File: src/hw/lepsr_pkg.sv
// Purpose: Shared constants for the lane error and power status block.
// Assumes: Byte-wide management registers reached by an 8-bit register index.
// Notes:   All offsets, reset values and field positions live here.
`default_nettype none
package lepsr_pkg;
  localparam int          CNT_W          = 12;
  localparam int          NUM_LANES      = 3;
  localparam logic [7:0]  OFS_L1_LOW     = 8'h1A;
  localparam logic [7:0]  OFS_L1_HIGH    = 8'h1B;
  localparam logic [7:0]  OFS_L2_LOW     = 8'h1C;
  localparam logic [7:0]  OFS_L2_HIGH    = 8'h1D;
  localparam logic [7:0]  OFS_L3_LOW     = 8'h1E;
  localparam logic [7:0]  OFS_L3_HIGH    = 8'h1F;
  localparam logic [7:0]  OFS_POWER      = 8'h20;
  localparam logic [7:0]  OFS_CONTROL    = 8'h09;
  localparam logic [7:0]  OFS_RATIO      = 8'h21;
  localparam int          BIT_PD_STATUS  = 7;
  localparam int          BIT_SB_STATUS  = 6;
  localparam int          BIT_PD_CONTROL = 3;
  localparam int          BIT_RATIO      = 1;
  localparam int          BIT_SWAP       = 0;
  localparam logic [7:0]  RESET_BYTE     = 8'h00;
  localparam logic [11:0] CNT_RESET      = 12'h000;
  localparam logic [11:0] CNT_MAX        = 12'hFFF;
  localparam logic [11:0] CNT_ONE        = 12'h001;
  typedef enum logic [1:0] {LEPSR_OFF, LEPSR_DOWN, LEPSR_STANDBY, LEPSR_NORMAL} lepsr_state_t;
endpackage
`default_nettype wire

File: src/hw/lepsr_lane_counter.sv
// Purpose: One saturating lane error counter.
// Assumes: Error pulses are synchronous to sys_clk.
// Notes:   Holds at full scale rather than wrapping, so a flood never reads as few errors.
`default_nettype none
module lepsr_lane_counter (
  input  wire logic        sys_clk,
  input  wire logic        rst,
  input  wire logic        clear,
  input  wire logic        error_pulse,
  output logic [11:0]      count
);
  // Clear wins; otherwise count up and stop at the top.
  always_ff @(posedge sys_clk)
  begin
    if (rst || clear)
      count <= lepsr_pkg::CNT_RESET;
    else if (error_pulse && count != lepsr_pkg::CNT_MAX)
      count <= count + lepsr_pkg::CNT_ONE;
  end
endmodule
`default_nettype wire

File: src/hw/lepsr_top.sv
// Purpose: Error counters, power state flags and clock ratio bit of a video retimer.
// Assumes: Management port presents a byte index, write strobe and read strobe.
// Notes:   Read data is registered and appears one cycle after the read strobe.
//
// Summary of operation
// Lane 1 error count reads as low byte at 1Ah and upper four bits at 1Bh[3:0], reset zero.
// Lane 2 error count reads as low byte at 1Ch and upper four bits at 1Dh[3:0], reset zero.
// Lane 3 error count reads as low byte at 1Eh and upper four bits at 1Fh[3:0], reset zero.
// Bit 7 of 20h is high while powered down and low otherwise.
// Bit 6 of 20h is high in standby, with bits 5:0 reading zero.
// A falling hot plug input clears the clock ratio bit by itself.
// The source must write the clock ratio bit or the high-rate setup may be wrong.
// The sink must clear its ratio bit on lost source power or hot plug low for 100 ms.
// The chip enable pin must stay steady until both rails settle.
// An input lane swap option remaps the receive lanes in reversed order.
// Configuration comes from the management port or from strap pins.
// Equalizer is adaptive by default, fixed when the select pin asks for it.
// Chip enable low is the lowest power state and its rise is a full reset.
// Power-down also follows a control bit write or hot plug low with chip enable high.
// Standby is hot plug high without a valid clock on the clock lane.
// Entry to power-down clears every management register including the ratio bit.
// Each counter adds one per error in normal operation and saturates at its maximum.
`default_nettype none
module lepsr_top (
  input  wire logic        sys_clk,
  input  wire logic        rst,
  input  wire logic        chip_enable,
  input  wire logic        hot_plug_sink_input,
  input  wire logic        clock_valid,
  input  wire logic        equalizer_select_pin,
  input  wire logic        swap_strap,
  input  wire logic        i2c_present,
  input  wire logic [3:0]  lane_error_in,
  input  wire logic [7:0]  reg_index,
  input  wire logic        reg_write,
  input  wire logic [7:0]  reg_wdata,
  input  wire logic        reg_read,
  output logic [7:0]       reg_rdata,
  output logic             reg_rvalid,
  output logic             hot_plug_source_output,
  output logic             power_down_active,
  output logic             ratio_high,
  output logic             lane_swap,
  output logic             eq_fixed
);
  lepsr_pkg::lepsr_state_t state;
  logic                    ce_prev;
  logic                    hpd_prev;
  logic                    pd_control;
  logic                    swap_control;
  logic                    wipe;
  wire logic [3:0]         lane_err;
  logic [11:0]             cnt [lepsr_pkg::NUM_LANES];
  logic [7:0]              next_rdata;

  //////////////////////////////////////////////////////////////////////////////
  // Edge history of chip enable and hot plug. Both reset low, so a chip enable that is
  // already high out of reset reads as one more rise; that only repeats the wipe of reset.
  always_ff @(posedge sys_clk)
  begin
    if (rst)
    begin
      ce_prev  <= 1'b0;
      hpd_prev <= 1'b0;
    end
    else
    begin
      ce_prev  <= chip_enable;
      hpd_prev <= hot_plug_sink_input;
    end
  end

  // Registers wipe while powered down, and on the chip enable rise.
  // The wipe is decoded from the registered state, so it starts one edge after entry;
  // the ratio bit therefore clears on the same edge that power_down_active rises.
  assign wipe = rst || state == lepsr_pkg::LEPSR_OFF || state == lepsr_pkg::LEPSR_DOWN
                || (chip_enable && !ce_prev);

  // Power state selection; off outranks power-down outranks standby.
  always_ff @(posedge sys_clk)
  begin
    if (rst)
      state <= lepsr_pkg::LEPSR_OFF;
    else if (!chip_enable)
      state <= lepsr_pkg::LEPSR_OFF;
    else if (pd_control || !hot_plug_sink_input)
      state <= lepsr_pkg::LEPSR_DOWN;
    else if (!clock_valid)
      state <= lepsr_pkg::LEPSR_STANDBY;
    else
      state <= lepsr_pkg::LEPSR_NORMAL;
  end

  //////////////////////////////////////////////////////////////////////////////
  // Control bits written over the management port. The power-down bit itself is
  // wiped on entry, so the device leaves power-down once the write has taken hold.
  always_ff @(posedge sys_clk)
  begin
    if (wipe && !(reg_write && reg_index == lepsr_pkg::OFS_CONTROL))
    begin
      pd_control   <= 1'b0;
      swap_control <= 1'b0;
    end
    else if (reg_write && reg_index == lepsr_pkg::OFS_CONTROL)
    begin
      pd_control   <= reg_wdata[lepsr_pkg::BIT_PD_CONTROL];
      swap_control <= reg_wdata[lepsr_pkg::BIT_SWAP];
    end
  end

  // Clock ratio bit: set by a source write, cleared by hot plug falling or wipe.
  // The clear outranks a write in the same cycle: a ratio written as the cable is
  // pulled belongs to the old link and must not survive it.
  always_ff @(posedge sys_clk)
  begin
    if (wipe || (hpd_prev && !hot_plug_sink_input))
      ratio_high <= 1'b0;
    else if (reg_write && reg_index == lepsr_pkg::OFS_RATIO)
      ratio_high <= reg_wdata[lepsr_pkg::BIT_RATIO];
  end

  // Swap from register when management is present, else from the strap.
  always_ff @(posedge sys_clk)
  begin
    if (rst)
    begin
      lane_swap <= 1'b0;
      eq_fixed  <= 1'b0;
    end
    else
    begin
      lane_swap <= i2c_present ? swap_control : swap_strap;
      eq_fixed  <= equalizer_select_pin;
    end
  end

  // Hot plug is repeated to the source and power-down is shown as a pin.
  always_ff @(posedge sys_clk)
  begin
    if (rst)
    begin
      hot_plug_source_output <= 1'b0;
      power_down_active      <= 1'b0;
    end
    else
    begin
      hot_plug_source_output <= hot_plug_sink_input;
      power_down_active      <= state == lepsr_pkg::LEPSR_OFF || state == lepsr_pkg::LEPSR_DOWN;
    end
  end

  //////////////////////////////////////////////////////////////////////////////
  // Reversed lane order maps lane n to lane 3-n before counting.
  // Lane 0 is carried through the swap but has no counter in this block.
  genvar b;
  generate
    for (b = 0; b <= lepsr_pkg::NUM_LANES; b++)
    begin : g_swap
      assign lane_err[b] = lane_swap ? lane_error_in[lepsr_pkg::NUM_LANES - b] : lane_error_in[b];
    end
  endgenerate

  // One saturating counter for each of lanes 1 to 3.
  // Errors only count in normal operation; a link that is down or without a clock
  // would otherwise flood the totals with noise.
  genvar g;
  generate
    for (g = 0; g < lepsr_pkg::NUM_LANES; g++)
    begin : g_lane
      lepsr_lane_counter u_cnt (
        .sys_clk     (sys_clk),
        .rst         (rst),
        .clear       (wipe),
        .error_pulse (lane_err[g + 1] && state == lepsr_pkg::LEPSR_NORMAL),
        .count       (cnt[g])
      );
    end
  endgenerate

  //////////////////////////////////////////////////////////////////////////////
  // Read decode; unmapped indexes read zero.
  // The two halves of a count are not latched together, so a host reads both
  // while the lane is quiet to get a consistent value.
  always_comb
  begin
    next_rdata = lepsr_pkg::RESET_BYTE;
    unique case (reg_index)
      lepsr_pkg::OFS_L1_LOW:  next_rdata = cnt[0][7:0];
      lepsr_pkg::OFS_L1_HIGH: next_rdata = {4'h0, cnt[0][11:8]};
      lepsr_pkg::OFS_L2_LOW:  next_rdata = cnt[1][7:0];
      lepsr_pkg::OFS_L2_HIGH: next_rdata = {4'h0, cnt[1][11:8]};
      lepsr_pkg::OFS_L3_LOW:  next_rdata = cnt[2][7:0];
      lepsr_pkg::OFS_L3_HIGH: next_rdata = {4'h0, cnt[2][11:8]};
      lepsr_pkg::OFS_POWER:
      begin
        next_rdata[lepsr_pkg::BIT_PD_STATUS] = power_down_active;
        next_rdata[lepsr_pkg::BIT_SB_STATUS] = state == lepsr_pkg::LEPSR_STANDBY;
      end
      lepsr_pkg::OFS_CONTROL:
      begin
        next_rdata[lepsr_pkg::BIT_PD_CONTROL] = pd_control;
        next_rdata[lepsr_pkg::BIT_SWAP]       = swap_control;
      end
      lepsr_pkg::OFS_RATIO:   next_rdata[lepsr_pkg::BIT_RATIO] = ratio_high;
      default:                next_rdata = lepsr_pkg::RESET_BYTE;
    endcase
  end

  // Registered read answer, one cycle after the strobe.
  always_ff @(posedge sys_clk)
  begin
    if (rst)
    begin
      reg_rdata  <= lepsr_pkg::RESET_BYTE;
      reg_rvalid <= 1'b0;
    end
    else
    begin
      reg_rvalid <= reg_read;
      if (reg_read)
        reg_rdata <= next_rdata;
    end
  end
endmodule
`default_nettype wire

File: config.mk
export PLATFORM = sky130hd
export DESIGN_NAME = lepsr_top
export DESIGN_NICKNAME = d
export VERILOG_FILES = /design/src/hw/lepsr_pkg.sv /design/src/hw/lepsr_lane_counter.sv /design/src/hw/lepsr_top.sv
export SDC_FILE = /design/constraint.sdc
export NUM_CORES = 1
export LEC_CHECK = 0
export BUFFER_PORTS_ARGS = -buffer_cell sky130_fd_sc_hd__buf_2
export CAP_MARGIN = 20
export CORE_ASPECT_RATIO = 1.5
export CORE_MARGIN = 2
export CORE_UTILIZATION = 54
export CTS_BUF_LIST = sky130_fd_sc_hd__clkbuf_4 sky130_fd_sc_hd__clkbuf_8
export DETAILED_ROUTE_END_ITERATION = 10
export HOLD_SLACK_MARGIN = 0.05
export PLACE_DENSITY = 0.9
export SETUP_SLACK_MARGIN = 0.02
export SLEW_MARGIN = 40
export SYNTH_ARGS = -nofsm -noshare
export SYNTH_HDL_FRONTEND = slang
export SYNTH_SLANG_ARGS = --single-unit
File: constraint.sdc
create_clock -name sys_clk -period 1.9 [get_ports sys_clk]
set_input_delay 0.19 -clock sys_clk [delete_from_list [all_inputs] [get_ports sys_clk]]
set_output_delay 0.19 -clock sys_clk [all_outputs]
set_load 0.1 [all_outputs]
==> results of run 1 <==
## per-layer routing
layer	vias to the layer above	GRT usage [%]	wire [um]
met2	132	47.6	4320
li1	1484	-	-
met1	1527	30.1	3140
met3	30	3.24	416
met4	0	10.0	221
met5	-	0	0
## state kept, by name, summed over array words and instances, names as in the netlist
register and cells:
ce_prev 1, reg_rvalid 1, power_down_active 1, ratio_high 1
lane_swap 1, reg_rdata 8, g_lane.u_cnt.count 36, hot_plug_source_output 1
eq_fixed 1, pd_control 1, swap_control 1, state 2
## through the flow
| step | utilization [%] | cell area, um2 |
|---|---|---|
| CTS | 64.9 | 3590 |
| floorplan | - | 3120 |
| global placement | 62.9 | 3480 |
| finish | 64.9 | 3590 |
| detailed placement | 62.9 | 3480 |
| global route | 64.9 | 3590 |
## kinds of logic after synthesis
kind of cell	share of synthesized area (%)
simple gates	32.1
flops	35.3
buf+inv	4.82
fa+ha+maj	1.20
compound gates	19.2
mux	7.30
## power by group through the flow
stage | combinational, W | clock [W] | sequential (W)
floorplan | 0.0000770 | 0 | 0.00125
global placement | 0.000191 | 0 | 0.00120
detailed placement | 0.000194 | 0 | 0.00120
CTS | 0.000194 | 0.000780 | 0.00117
global route | 0.000209 | 0.000820 | 0.00117
finish | 0.000196 | 0.000769 | 0.00117
## cell type report
type / instances / area share, %
clock buffers: 5 / 1.92
clock inverters: 2 / 1.04
inverters: 8 / 0.836
multi-input cells: 271 / 52.0
flip-flops and latches: 55 / 30.7
well taps: 70 / 2.44
repair buffers: 62 / 11.0
## how the worst max path moves through the flow
stage,from,end,slack (ns),cells after the start
floorplan,lane_swap,g_lane[0].u_cnt.count[8],0.04,5
global placement,g_lane[0].u_cnt.count[0],g_lane[0].u_cnt.count[4],0.15,5
detailed placement,g_lane[0].u_cnt.count[0],g_lane[0].u_cnt.count[6],0.1,5
CTS,g_lane[0].u_cnt.count[0],g_lane[0].u_cnt.count[0],0.05,6
global route,g_lane[1].u_cnt.count[1],g_lane[1].u_cnt.count[3],0.02,6
finish,g_lane[1].u_cnt.count[1],g_lane[1].u_cnt.count[3],0.1,6
## critical path, delay by kind of cell, from the launching register on
family / cells / cell delay, ns
buffers and inverters: 1 / 0.19
adders and majority gates: 1 / 0.19
DFF: 1 / 0.36
and+or+nand+nor: 4 / 1.02
## cell usage in the layout (no fill, tap or decap), types with 3 or more instances in the layout
cell type and instances:
inv_1 8, nand4_1 14, and3_1 11, nand2_1 25
o311ai_0 3, ha_1 3, mux2_2 4, nor3_1 3
buf_4 22, o41ai_1 5, nand3_1 20, a21oi_1 26
nor2_1 10, dfxtp_1 53, o21a_1 5, o21ai_0 9
and2_1 7, mux4_2 3, or4_1 20, o31ai_1 18
nor3b_1 5, o211ai_1 3, mux2i_1 7, and4_1 7
or3_1 8, clkbuf_8 5, mux2_4 3, o21ai_1 3
buf_2 38, nand2b_1 3, nor2b_1 11
==> results.ini, run 1 <==
[job]
maxCapViolCount = 0

[routing]
wl_per_cell_um = 17.1
dr.first_iter.drc_count = 273
drtAntennaViolNets = 0
route.detailed.drc = 0
wl_mm = 8.10
drt_pre_antenna_iters = 5
avgViaCountPerCell = 6.71
dr_total_vias = 3173

[layout]
fin_nets = 436
register_area_um2 = 1100
multi_input_area_um2 = 1870
area_growth_pct = 15.2
fillerInstances = 465
final_cells = 473
antenna_cells = 0
drive_gt1_share_pct = 22.6

[hold_path]
holdCritStartpoint = clock_valid
whs_path_depth = 2
min_to = state[0]
min_path_type = input pin to flop

[die]
start_util_pct = 56.4
die-area_um2 = 6410
die_h_um = 97.1
die_x_um = 66.0
core_um2 = 5530
io_pins = 44
num_rows = 33

[timing]
tightestPinTransition_ns = 0.486
min_period_over_period_pct = 94.9
slew_headroom_pct = 67.8
whs_ns = 0.0800
slew_viol_final = 0
clock_skew_ns = 0.0108
rsz0062_at_grt = false
setup_viol = 0
fin_ws_ns = 0.0977
finalHoldViolCount = 0
setup_tns_ns = 0
fmax_ghz = 0.555
min_period_ns = 1.80

[yosys]
synth_area_leaders = dfxtp_1 (35%), or4_1 (4.8%), o31ai_1 (4.3%)
synth-edff-count = 0
synthArstFlopShare_pct = 0
synth_nets = 388
ys_seq_area_share_pct = 35.3
ys_ff_latch = 55
synth_common_cells = dfxtp_1 (55), a21oi_1 (26), nand2_1 (25), nand3_1 (20), or4_1 (20)
post-synth-top-area-cell = dfxtp_1
netlist.area_leader.share_pct = 35.3
synth_ff_type = dfxtp_1
yosys.cell_types.count = 57
synth_cells = 355
synth_most_common_cell = dfxtp_1
syn_avg_cell_area_um2 = 8.78
netlist_area_um2 = 3120
ys_warn_count = 0

[pwr]
sw_frac_of_total_pct = 24.6
p_comb_share_pct = 9.2
powerDensity_nw_per_um2 = 595
switchingPower_w = 0.000526
p_leak_nw = 1.27
power_w = 0.00214
internal_power_w = 0.00161
clkPwrFrac_pct = 36.0
p_seq_share_pct = 54.8
peakVddDrop_mv = 0.373

[critical_path]
cp_data_required_time_ns = 2.16
critPathCaptureType = flop
path_cells = ha_1, and3_1, and4_1, buf_4, or4_1, nand2_1
reg2reg_depth = 6
critPathKind = flop to flop
r2r-end = g_lane[1].u_cnt.count[3]
ff2ff_setup_slack_ns = 0.1
worstPathMaxFanout = 8
max_stage_delay_ns = 0.47
arrival_ns = 2.06
critPathLaunchType = flop
r2r_start = g_lane[1].u_cnt.count[1]
crit_slowest_cell = or4_1

[grt]
antenna_found_initial = 0
grt_remaining_overflow = 0
grt_max_degree = 25
grt_pass1_vias = 3042
grt.total_usage_pct = 26.2
grt_pass1_wl_mm = 13.6

[run_status]
status = finished clean

[clock_network]
clk_path_buf_depth = 2
cts-htree-levels = 2
cts_setup_buffers = 0
insertion_delay_ns = 0.31
cts_buffers = 5
cts_resized = 0
cts.sinks = 55
clk_pin_slew_ns = 0.10
cts_root_buf = clkbuf_8
cts_tree = done
ctsHoldBuffers = 0

[placement]
portBuffers = 38
dp_hpwl_mm = 5.90
gp_congestion = 0.936
dpl_worst_slack_ns = 0.0991
dp_cells = 466

No activity file was read; power rests on OpenSTA's default activity.
==> run 2, diff against run 1 <==
--- a/config.mk
+++ b/config.mk
@@ -13,7 +13,7 @@
 export CTS_BUF_LIST = sky130_fd_sc_hd__clkbuf_4 sky130_fd_sc_hd__clkbuf_8
 export DETAILED_ROUTE_END_ITERATION = 10
 export HOLD_SLACK_MARGIN = 0.05
-export PLACE_DENSITY = 0.9
+export PLACE_DENSITY = 0.85
 export SETUP_SLACK_MARGIN = 0.02
 export SLEW_MARGIN = 40
 export SYNTH_ARGS = -nofsm -noshare
==> results.ini, run 2 (same netlist as run 1, synthesis figures left out) <==
[timing]
min_period_over_period_pct = 95.7  ; was 94.9%
slew_headroom_pct = 67.4  ; was 67.8%
slew_viol_final = 0  ; unchanged
tightestPinTransition_ns = 0.492  ; was 0.486 ns
rsz0062_at_grt = true  ; was false
whs_ns = 0.0795  ; was 0.0800 ns
min_period_ns = 1.82  ; was 1.80 ns
finalHoldViolCount = 0  ; unchanged
setup_viol = 0  ; unchanged
setup_tns_ns = 0  ; unchanged
fmax_ghz = 0.550  ; was 0.555 GHz
clock_skew_ns = 0.00851  ; was 0.0108 ns

[die]
io_pins = 44  ; unchanged
start_util_pct = 56.4  ; unchanged
die_x_um = 66.0  ; unchanged
die_h_um = 97.1  ; unchanged
core_um2 = 5530  ; unchanged
num_rows = 33  ; unchanged
die-area_um2 = 6410  ; unchanged

[layout]
area_growth_pct = 13.8  ; was 15.2%
largest-register = g_lane.u_cnt.count  ; unchanged
largest_register_ffs = 36  ; unchanged
layout_commonest_cell = dfxtp_1  ; unchanged
drive_gt1_share_pct = 22.3  ; was 22.6%
antenna_cells = 0  ; unchanged
final_cell_mix = dfxtp_1 (53), buf_2 (38), a21oi_1 (26)  ; unchanged
fin_nets = 432  ; was 436
largestRegisters = g_lane.u_cnt.count x36, reg_rdata x8, state x2  ; unchanged

[routing]
dr.first_iter.drc_count = 223  ; was 273
avgViaCountPerCell = 6.67  ; was 6.71
wl_mm = 7.98  ; was 8.10 mm
drt_pre_antenna_iters = 6  ; was 5
wl_per_cell_um = 17.0  ; was 17.1 um
route.detailed.drc = 0  ; unchanged
dr_total_vias = 3136  ; was 3,173
drtAntennaViolNets = 0  ; unchanged

[critical_path]
arrival_ns = 2.06  ; about the same
crit_buf_inv = 0  ; was 1
worstPathMaxFanout = 16  ; was 8
critPathCaptureType = flop  ; unchanged
critPathKind = flop to flop  ; unchanged
crit_slowest_cell = or4_1  ; unchanged
max_stage_delay_ns = 0.52  ; was 0.47 ns
cp_data_required_time_ns = 2.14  ; was 2.16 ns
crit_start = g_lane[1].u_cnt.count[1]  ; unchanged
critPathLaunchType = flop  ; unchanged
r2r_start = g_lane[1].u_cnt.count[1]  ; unchanged
path_cells = ha_1, and3_1, and4_2, or4_1, a21oi_1  ; was ha_1, and3_1, and4_1, buf_4, or4_1, nand2_1
cp_top_family = simple AND/OR/NAND/NOR gates  ; unchanged

[placement]
gp_congestion = 0.917  ; was 0.936
portBuffers = 38  ; unchanged
dp_hpwl_mm = 5.81  ; was 5.90 mm

[job]
maxCapViolCount = 0  ; unchanged

[clock_network]
cts_tree = done  ; unchanged
cts_setup_buffers = 0  ; unchanged
clk_path_buf_depth = 2  ; unchanged
cts.sinks = 55  ; unchanged
insertion_delay_ns = 0.31  ; about the same
clk_pin_slew_ns = 0.10  ; about the same
cts-htree-levels = 2  ; unchanged
cts_root_buf = clkbuf_8  ; unchanged
cts_buffers = 5  ; unchanged

[pwr]
p_leak_nw = 1.25  ; was 1.27 nW
peakVddDrop_mv = 0.371  ; was 0.373 mV
switchingPower_w = 0.000540  ; was 0.000526 W
power_w = 0.00219  ; was 0.00214 W
internal_power_w = 0.00165  ; was 0.00161 W
sw_frac_of_total_pct = 24.7  ; was 24.6%
p_seq_share_pct = 53.4  ; was 54.8%
p_comb_share_pct = 9.0  ; was 9.2%
clkPwrFrac_pct = 37.6  ; was 36.0%
powerDensity_nw_per_um2 = 617  ; was 595 nW/um2

[run_status]
status = finished clean  ; unchanged

[grt]
grt_pass1_wl_mm = 13.2  ; was 13.6 mm
grt_remaining_overflow = 0  ; unchanged
antenna_found_initial = 0  ; unchanged
grt_pass1_vias = 3068  ; was 3,042
grt_max_degree = 19  ; was 25
grt.total_usage_pct = 25.8  ; was 26.2%

[hold_path]
holdCritStartpoint = equalizer_select_pin  ; was clock_valid
min_path_type = input pin to flop  ; unchanged

run 2: changes by cell type in the layout (fill, tap and decap cells not counted), sizes merged:
cell,previous run,this run
clkinv,0,1
buf,62,58
clkbuf,5,6
clkinvlp,1,0
run 2: timing repair:
item / in CTS / in global routing
hold buffers: 0 / 0
setup endpoints to repair: 0 / 11
resized for setup: 0 / 3
run 2: final timing paths:
path	to	slack, ns	cells past startpoint
worst max register to register	g_lane[1].u_cnt.count[9]	0.08	5
worst min register to register	ratio_high	0.44	1
worst max-delay path	g_lane[1].u_cnt.count[9]	0.08	5
worst min-delay path	eq_fixed	0.08	2
run 2: stage by stage:
step	instance area, um2	instances	setup slack, ns	utilization [%]
after floorplan	3120	355	0.0445	-
after global routing	3550	470	0.0187	64.1
after global placement	3430	462	0.111	61.9
after CTS	3540	470	0.0223	64.1
after detailed placement	3430	462	0.0608	61.9
final	3550	470	0.0811	64.1
run 2: cell type report:
class / count / area (um2)
multi-input cells: 271 / 1870
clock inverters: 2 / 35.0
well taps: 70 / 87.6
clock buffers: 6 / 82.6
flip-flops and latches: 55 / 1100
fillers: 462 / 1980
repair buffers: 58 / 340
inverters: 8 / 30.0
run 2: power groups by stage:
| stage | Sequential [W] | Clock, W | Combinational (W) |
|---|---|---|---|
| 2_1_floorplan | 0.00125 | 0 | 0.0000770 |
| 3_3_place_gp | 0.00120 | 0 | 0.000190 |
| 3_5_place_dp | 0.00120 | 0 | 0.000193 |
| 4_1_cts | 0.00117 | 0.000826 | 0.000195 |
| 5_1_grt | 0.00117 | 0.000880 | 0.000208 |
| 6_report | 0.00117 | 0.000823 | 0.000197 |
run 2: metal layers:
layer / global-route usage [%] / up-vias / part of all wire [%]
met3: 3.71 / 34 / 5.2
met1: 29.0 / 1499 / 39
met4: 14.1 / 0 / 4.2
li1: - / 1468 / -
met2: 45.1 / 135 / 51
met5: 0 / - / 0
==> run 3, diff against run 2 <==
--- a/config.mk
+++ b/config.mk
@@ -7,13 +7,15 @@
 export LEC_CHECK = 0
 export BUFFER_PORTS_ARGS = -buffer_cell sky130_fd_sc_hd__buf_2
 export CAP_MARGIN = 20
+export CELL_PAD_IN_SITES_DETAIL_PLACEMENT = 0
+export CELL_PAD_IN_SITES_GLOBAL_PLACEMENT = 1
 export CORE_ASPECT_RATIO = 1.5
 export CORE_MARGIN = 2
-export CORE_UTILIZATION = 54
+export CORE_UTILIZATION = 41
 export CTS_BUF_LIST = sky130_fd_sc_hd__clkbuf_4 sky130_fd_sc_hd__clkbuf_8
 export DETAILED_ROUTE_END_ITERATION = 10
 export HOLD_SLACK_MARGIN = 0.05
-export PLACE_DENSITY = 0.85
+export PLACE_DENSITY = 0.83
 export SETUP_SLACK_MARGIN = 0.02
 export SLEW_MARGIN = 40
 export SYNTH_ARGS = -nofsm -noshare
==> results.ini, run 3 (same netlist as run 1, synthesis figures left out) <==
[placement]
portBuffers = 38  ; unchanged
dp_hpwl_mm = 6.07  ; was 5.81 mm
gp_congestion = 0.791  ; was 0.917
dpl_worst_slack_ns = 0.0603  ; was 0.0608 ns

[routing]
route.detailed.drc = 0  ; unchanged
dr_total_vias = 2934  ; was 3,136
topRoutingLayerUsed = met4  ; unchanged
drt_pre_antenna_iters = 4  ; was 6
wl_met3_um = 218  ; was 415 um
wl_mm = 8.23  ; was 7.98 mm
avgViaCountPerCell = 5.83  ; was 6.67
dr.first_iter.drc_count = 195  ; was 223
drtAntennaViolNets = 0  ; unchanged
wl_per_cell_um = 16.4  ; was 17.0 um
wl_met1_mm = 3.59  ; was 3.15 mm
wl_met2_mm = 4.29  ; was 4.07 mm

[layout]
multi_input_area_um2 = 1870  ; about the same
largestRegisters = g_lane.u_cnt.count x36, reg_rdata x8, state x2  ; unchanged
drive_gt1_share_pct = 22.4  ; was 22.3%
register_area_um2 = 1100  ; unchanged
largest_register_ffs = 36  ; unchanged
final_cell_mix = dfxtp_1 (53), buf_2 (38), a21oi_1 (26)  ; unchanged
fillerInstances = 784  ; was 462
fin_nets = 434  ; was 432
largest-register = g_lane.u_cnt.count  ; unchanged
area_growth_pct = 15.0  ; was 13.8%
antenna_cells = 0  ; unchanged
layout_commonest_cell = dfxtp_1  ; unchanged

[pwr]
powerDensity_nw_per_um2 = 573  ; was 617 nW/um2
peakVddDrop_mv = 0.216  ; was 0.371 mV
p_leak_nw = 1.26  ; was 1.25 nW

[grt]
antenna_found_initial = 0  ; unchanged
grt.total_usage_pct = 20.9  ; was 25.8%
grt_max_degree = 28  ; was 19
grt_pass1_wl_mm = 13.6  ; was 13.2 mm
grt_remaining_overflow = 0  ; unchanged
grt_pass1_vias = 2890  ; was 3,068

[critical_path]
critPathLaunchType = flop  ; unchanged
reg2reg_depth = 5  ; unchanged
cp_data_required_time_ns = 2.16  ; was 2.14 ns
critPathKind = flop to flop  ; unchanged
arrival_ns = 2.04  ; was 2.06 ns
worstPathMaxFanout = 12  ; was 16
critPathCaptureType = flop  ; unchanged

[timing]
slew_headroom_pct = 67.8  ; was 67.4%
fmax_ghz = 0.563  ; was 0.550 GHz
setup_viol = 0  ; unchanged
rsz0062_at_grt = false  ; was true
setup_tns_ns = 0  ; unchanged
finalHoldViolCount = 0  ; unchanged
min_period_over_period_pct = 93.5  ; was 95.7%
tightestPinTransition_ns = 0.487  ; was 0.492 ns
fin_ws_ns = 0.123  ; was 0.0811 ns
min_period_ns = 1.78  ; was 1.82 ns
clock_skew_ns = 0.00606  ; was 0.00851 ns
slew_viol_final = 0  ; unchanged

[die]
num_rows = 39  ; was 33
core_um2 = 7510  ; was 5530 um2
die_x_um = 75.2  ; was 66.0 um
io_pins = 44  ; unchanged
start_util_pct = 41.5  ; was 56.4%
die_h_um = 111  ; was 97.1 um
die-area_um2 = 8330  ; was 6410 um2

[clock_network]
cts-htree-levels = 2  ; unchanged
clk_pin_slew_ns = 0.10  ; about the same
ctsHoldBuffers = 0  ; unchanged
cts_buffers = 5  ; unchanged
insertion_delay_ns = 0.32  ; was 0.31 ns
cts_root_buf = clkbuf_8  ; unchanged
cts_tree = done  ; unchanged
cts.sinks = 55  ; unchanged
clk_path_buf_depth = 2  ; unchanged

[hold_path]
min_path_type = input pin to flop  ; unchanged
whs_path_depth = 2  ; unchanged

[job]
maxCapViolCount = 0  ; unchanged

[run_status]
status = finished clean  ; unchanged

-- run 3: cell types whose count changed in the layout (fill, tap and decap cells not counted), sizes merged --
cell    previous run  this run
buf               58        60
bufinv             1         0
-- run 3: repair_timing --
item / CTS / global route
resized for setup: 0 / 4
setup buffers: 0 / 0
endpoints found under the setup margin: 0 / 6
-- run 3: area by class of cell --
class	count	area share [%]
Tap cell	102	3.56
Timing Repair Buffer	60	10.3
Clock inverter	1	0.140
Inverter	8	0.837
Multi-Input combinational cell	271	52.1
Clock buffer	6	2.30
Sequential cell	55	30.8
-- run 3: path summary, 6_finish.rpt --
check	startpoint	endpoint	slack, ns
min reg2reg	hot_plug_source_output	ratio_high	0.45
max	g_lane[1].u_cnt.count[1]	g_lane[1].u_cnt.count[9]	0.12
min	clock_valid	state[0]	0.09
max reg2reg	g_lane[1].u_cnt.count[1]	g_lane[1].u_cnt.count[9]	0.12
-- run 3: power by group --
part | total [W] | switching [W] | internal (W) | leakage [nW]
Combinational | 0.000197 | 0.000137 | 0.0000603 | 0.765
Clock | 0.000689 | 0.000401 | 0.000288 | 0.0470
Sequential | 0.00117 | 0.00000700 | 0.00116 | 0.446
-- run 3: per-stage QoR --
step                instances  hold slack, ns  util, %  power (W)  cell area, um2
floorplan                 355           0.279        -    0.00133            3120
global placement          496           0.398     46.5    0.00139            3490
detailed placement        496           0.410     46.5    0.00139            3490
CTS                       503          0.0812     47.7    0.00207            3580
global route              503          0.0932     47.7    0.00212            3590
finish                    503          0.0859     47.7    0.00206            3590
-- run 3: routing by layer --
| layer | global-route usage, % | up-vias |
|---|---|---|
| met5 | 0 | - |
| met4 | 7.60 | 0 |
| met3 | 3.00 | 11 |
| met2 | 36.8 | 50 |
| met1 | 24.6 | 1407 |
| li1 | - | 1466 |
-- run 3: worst max-delay path, stage by stage, from the launching register on --
cell	delay [ns]
dfxtp_2	0.35
ha_1	0.19
and3_1	0.19
and4_2	0.32
or4_1	0.52
a21oi_1	0.15
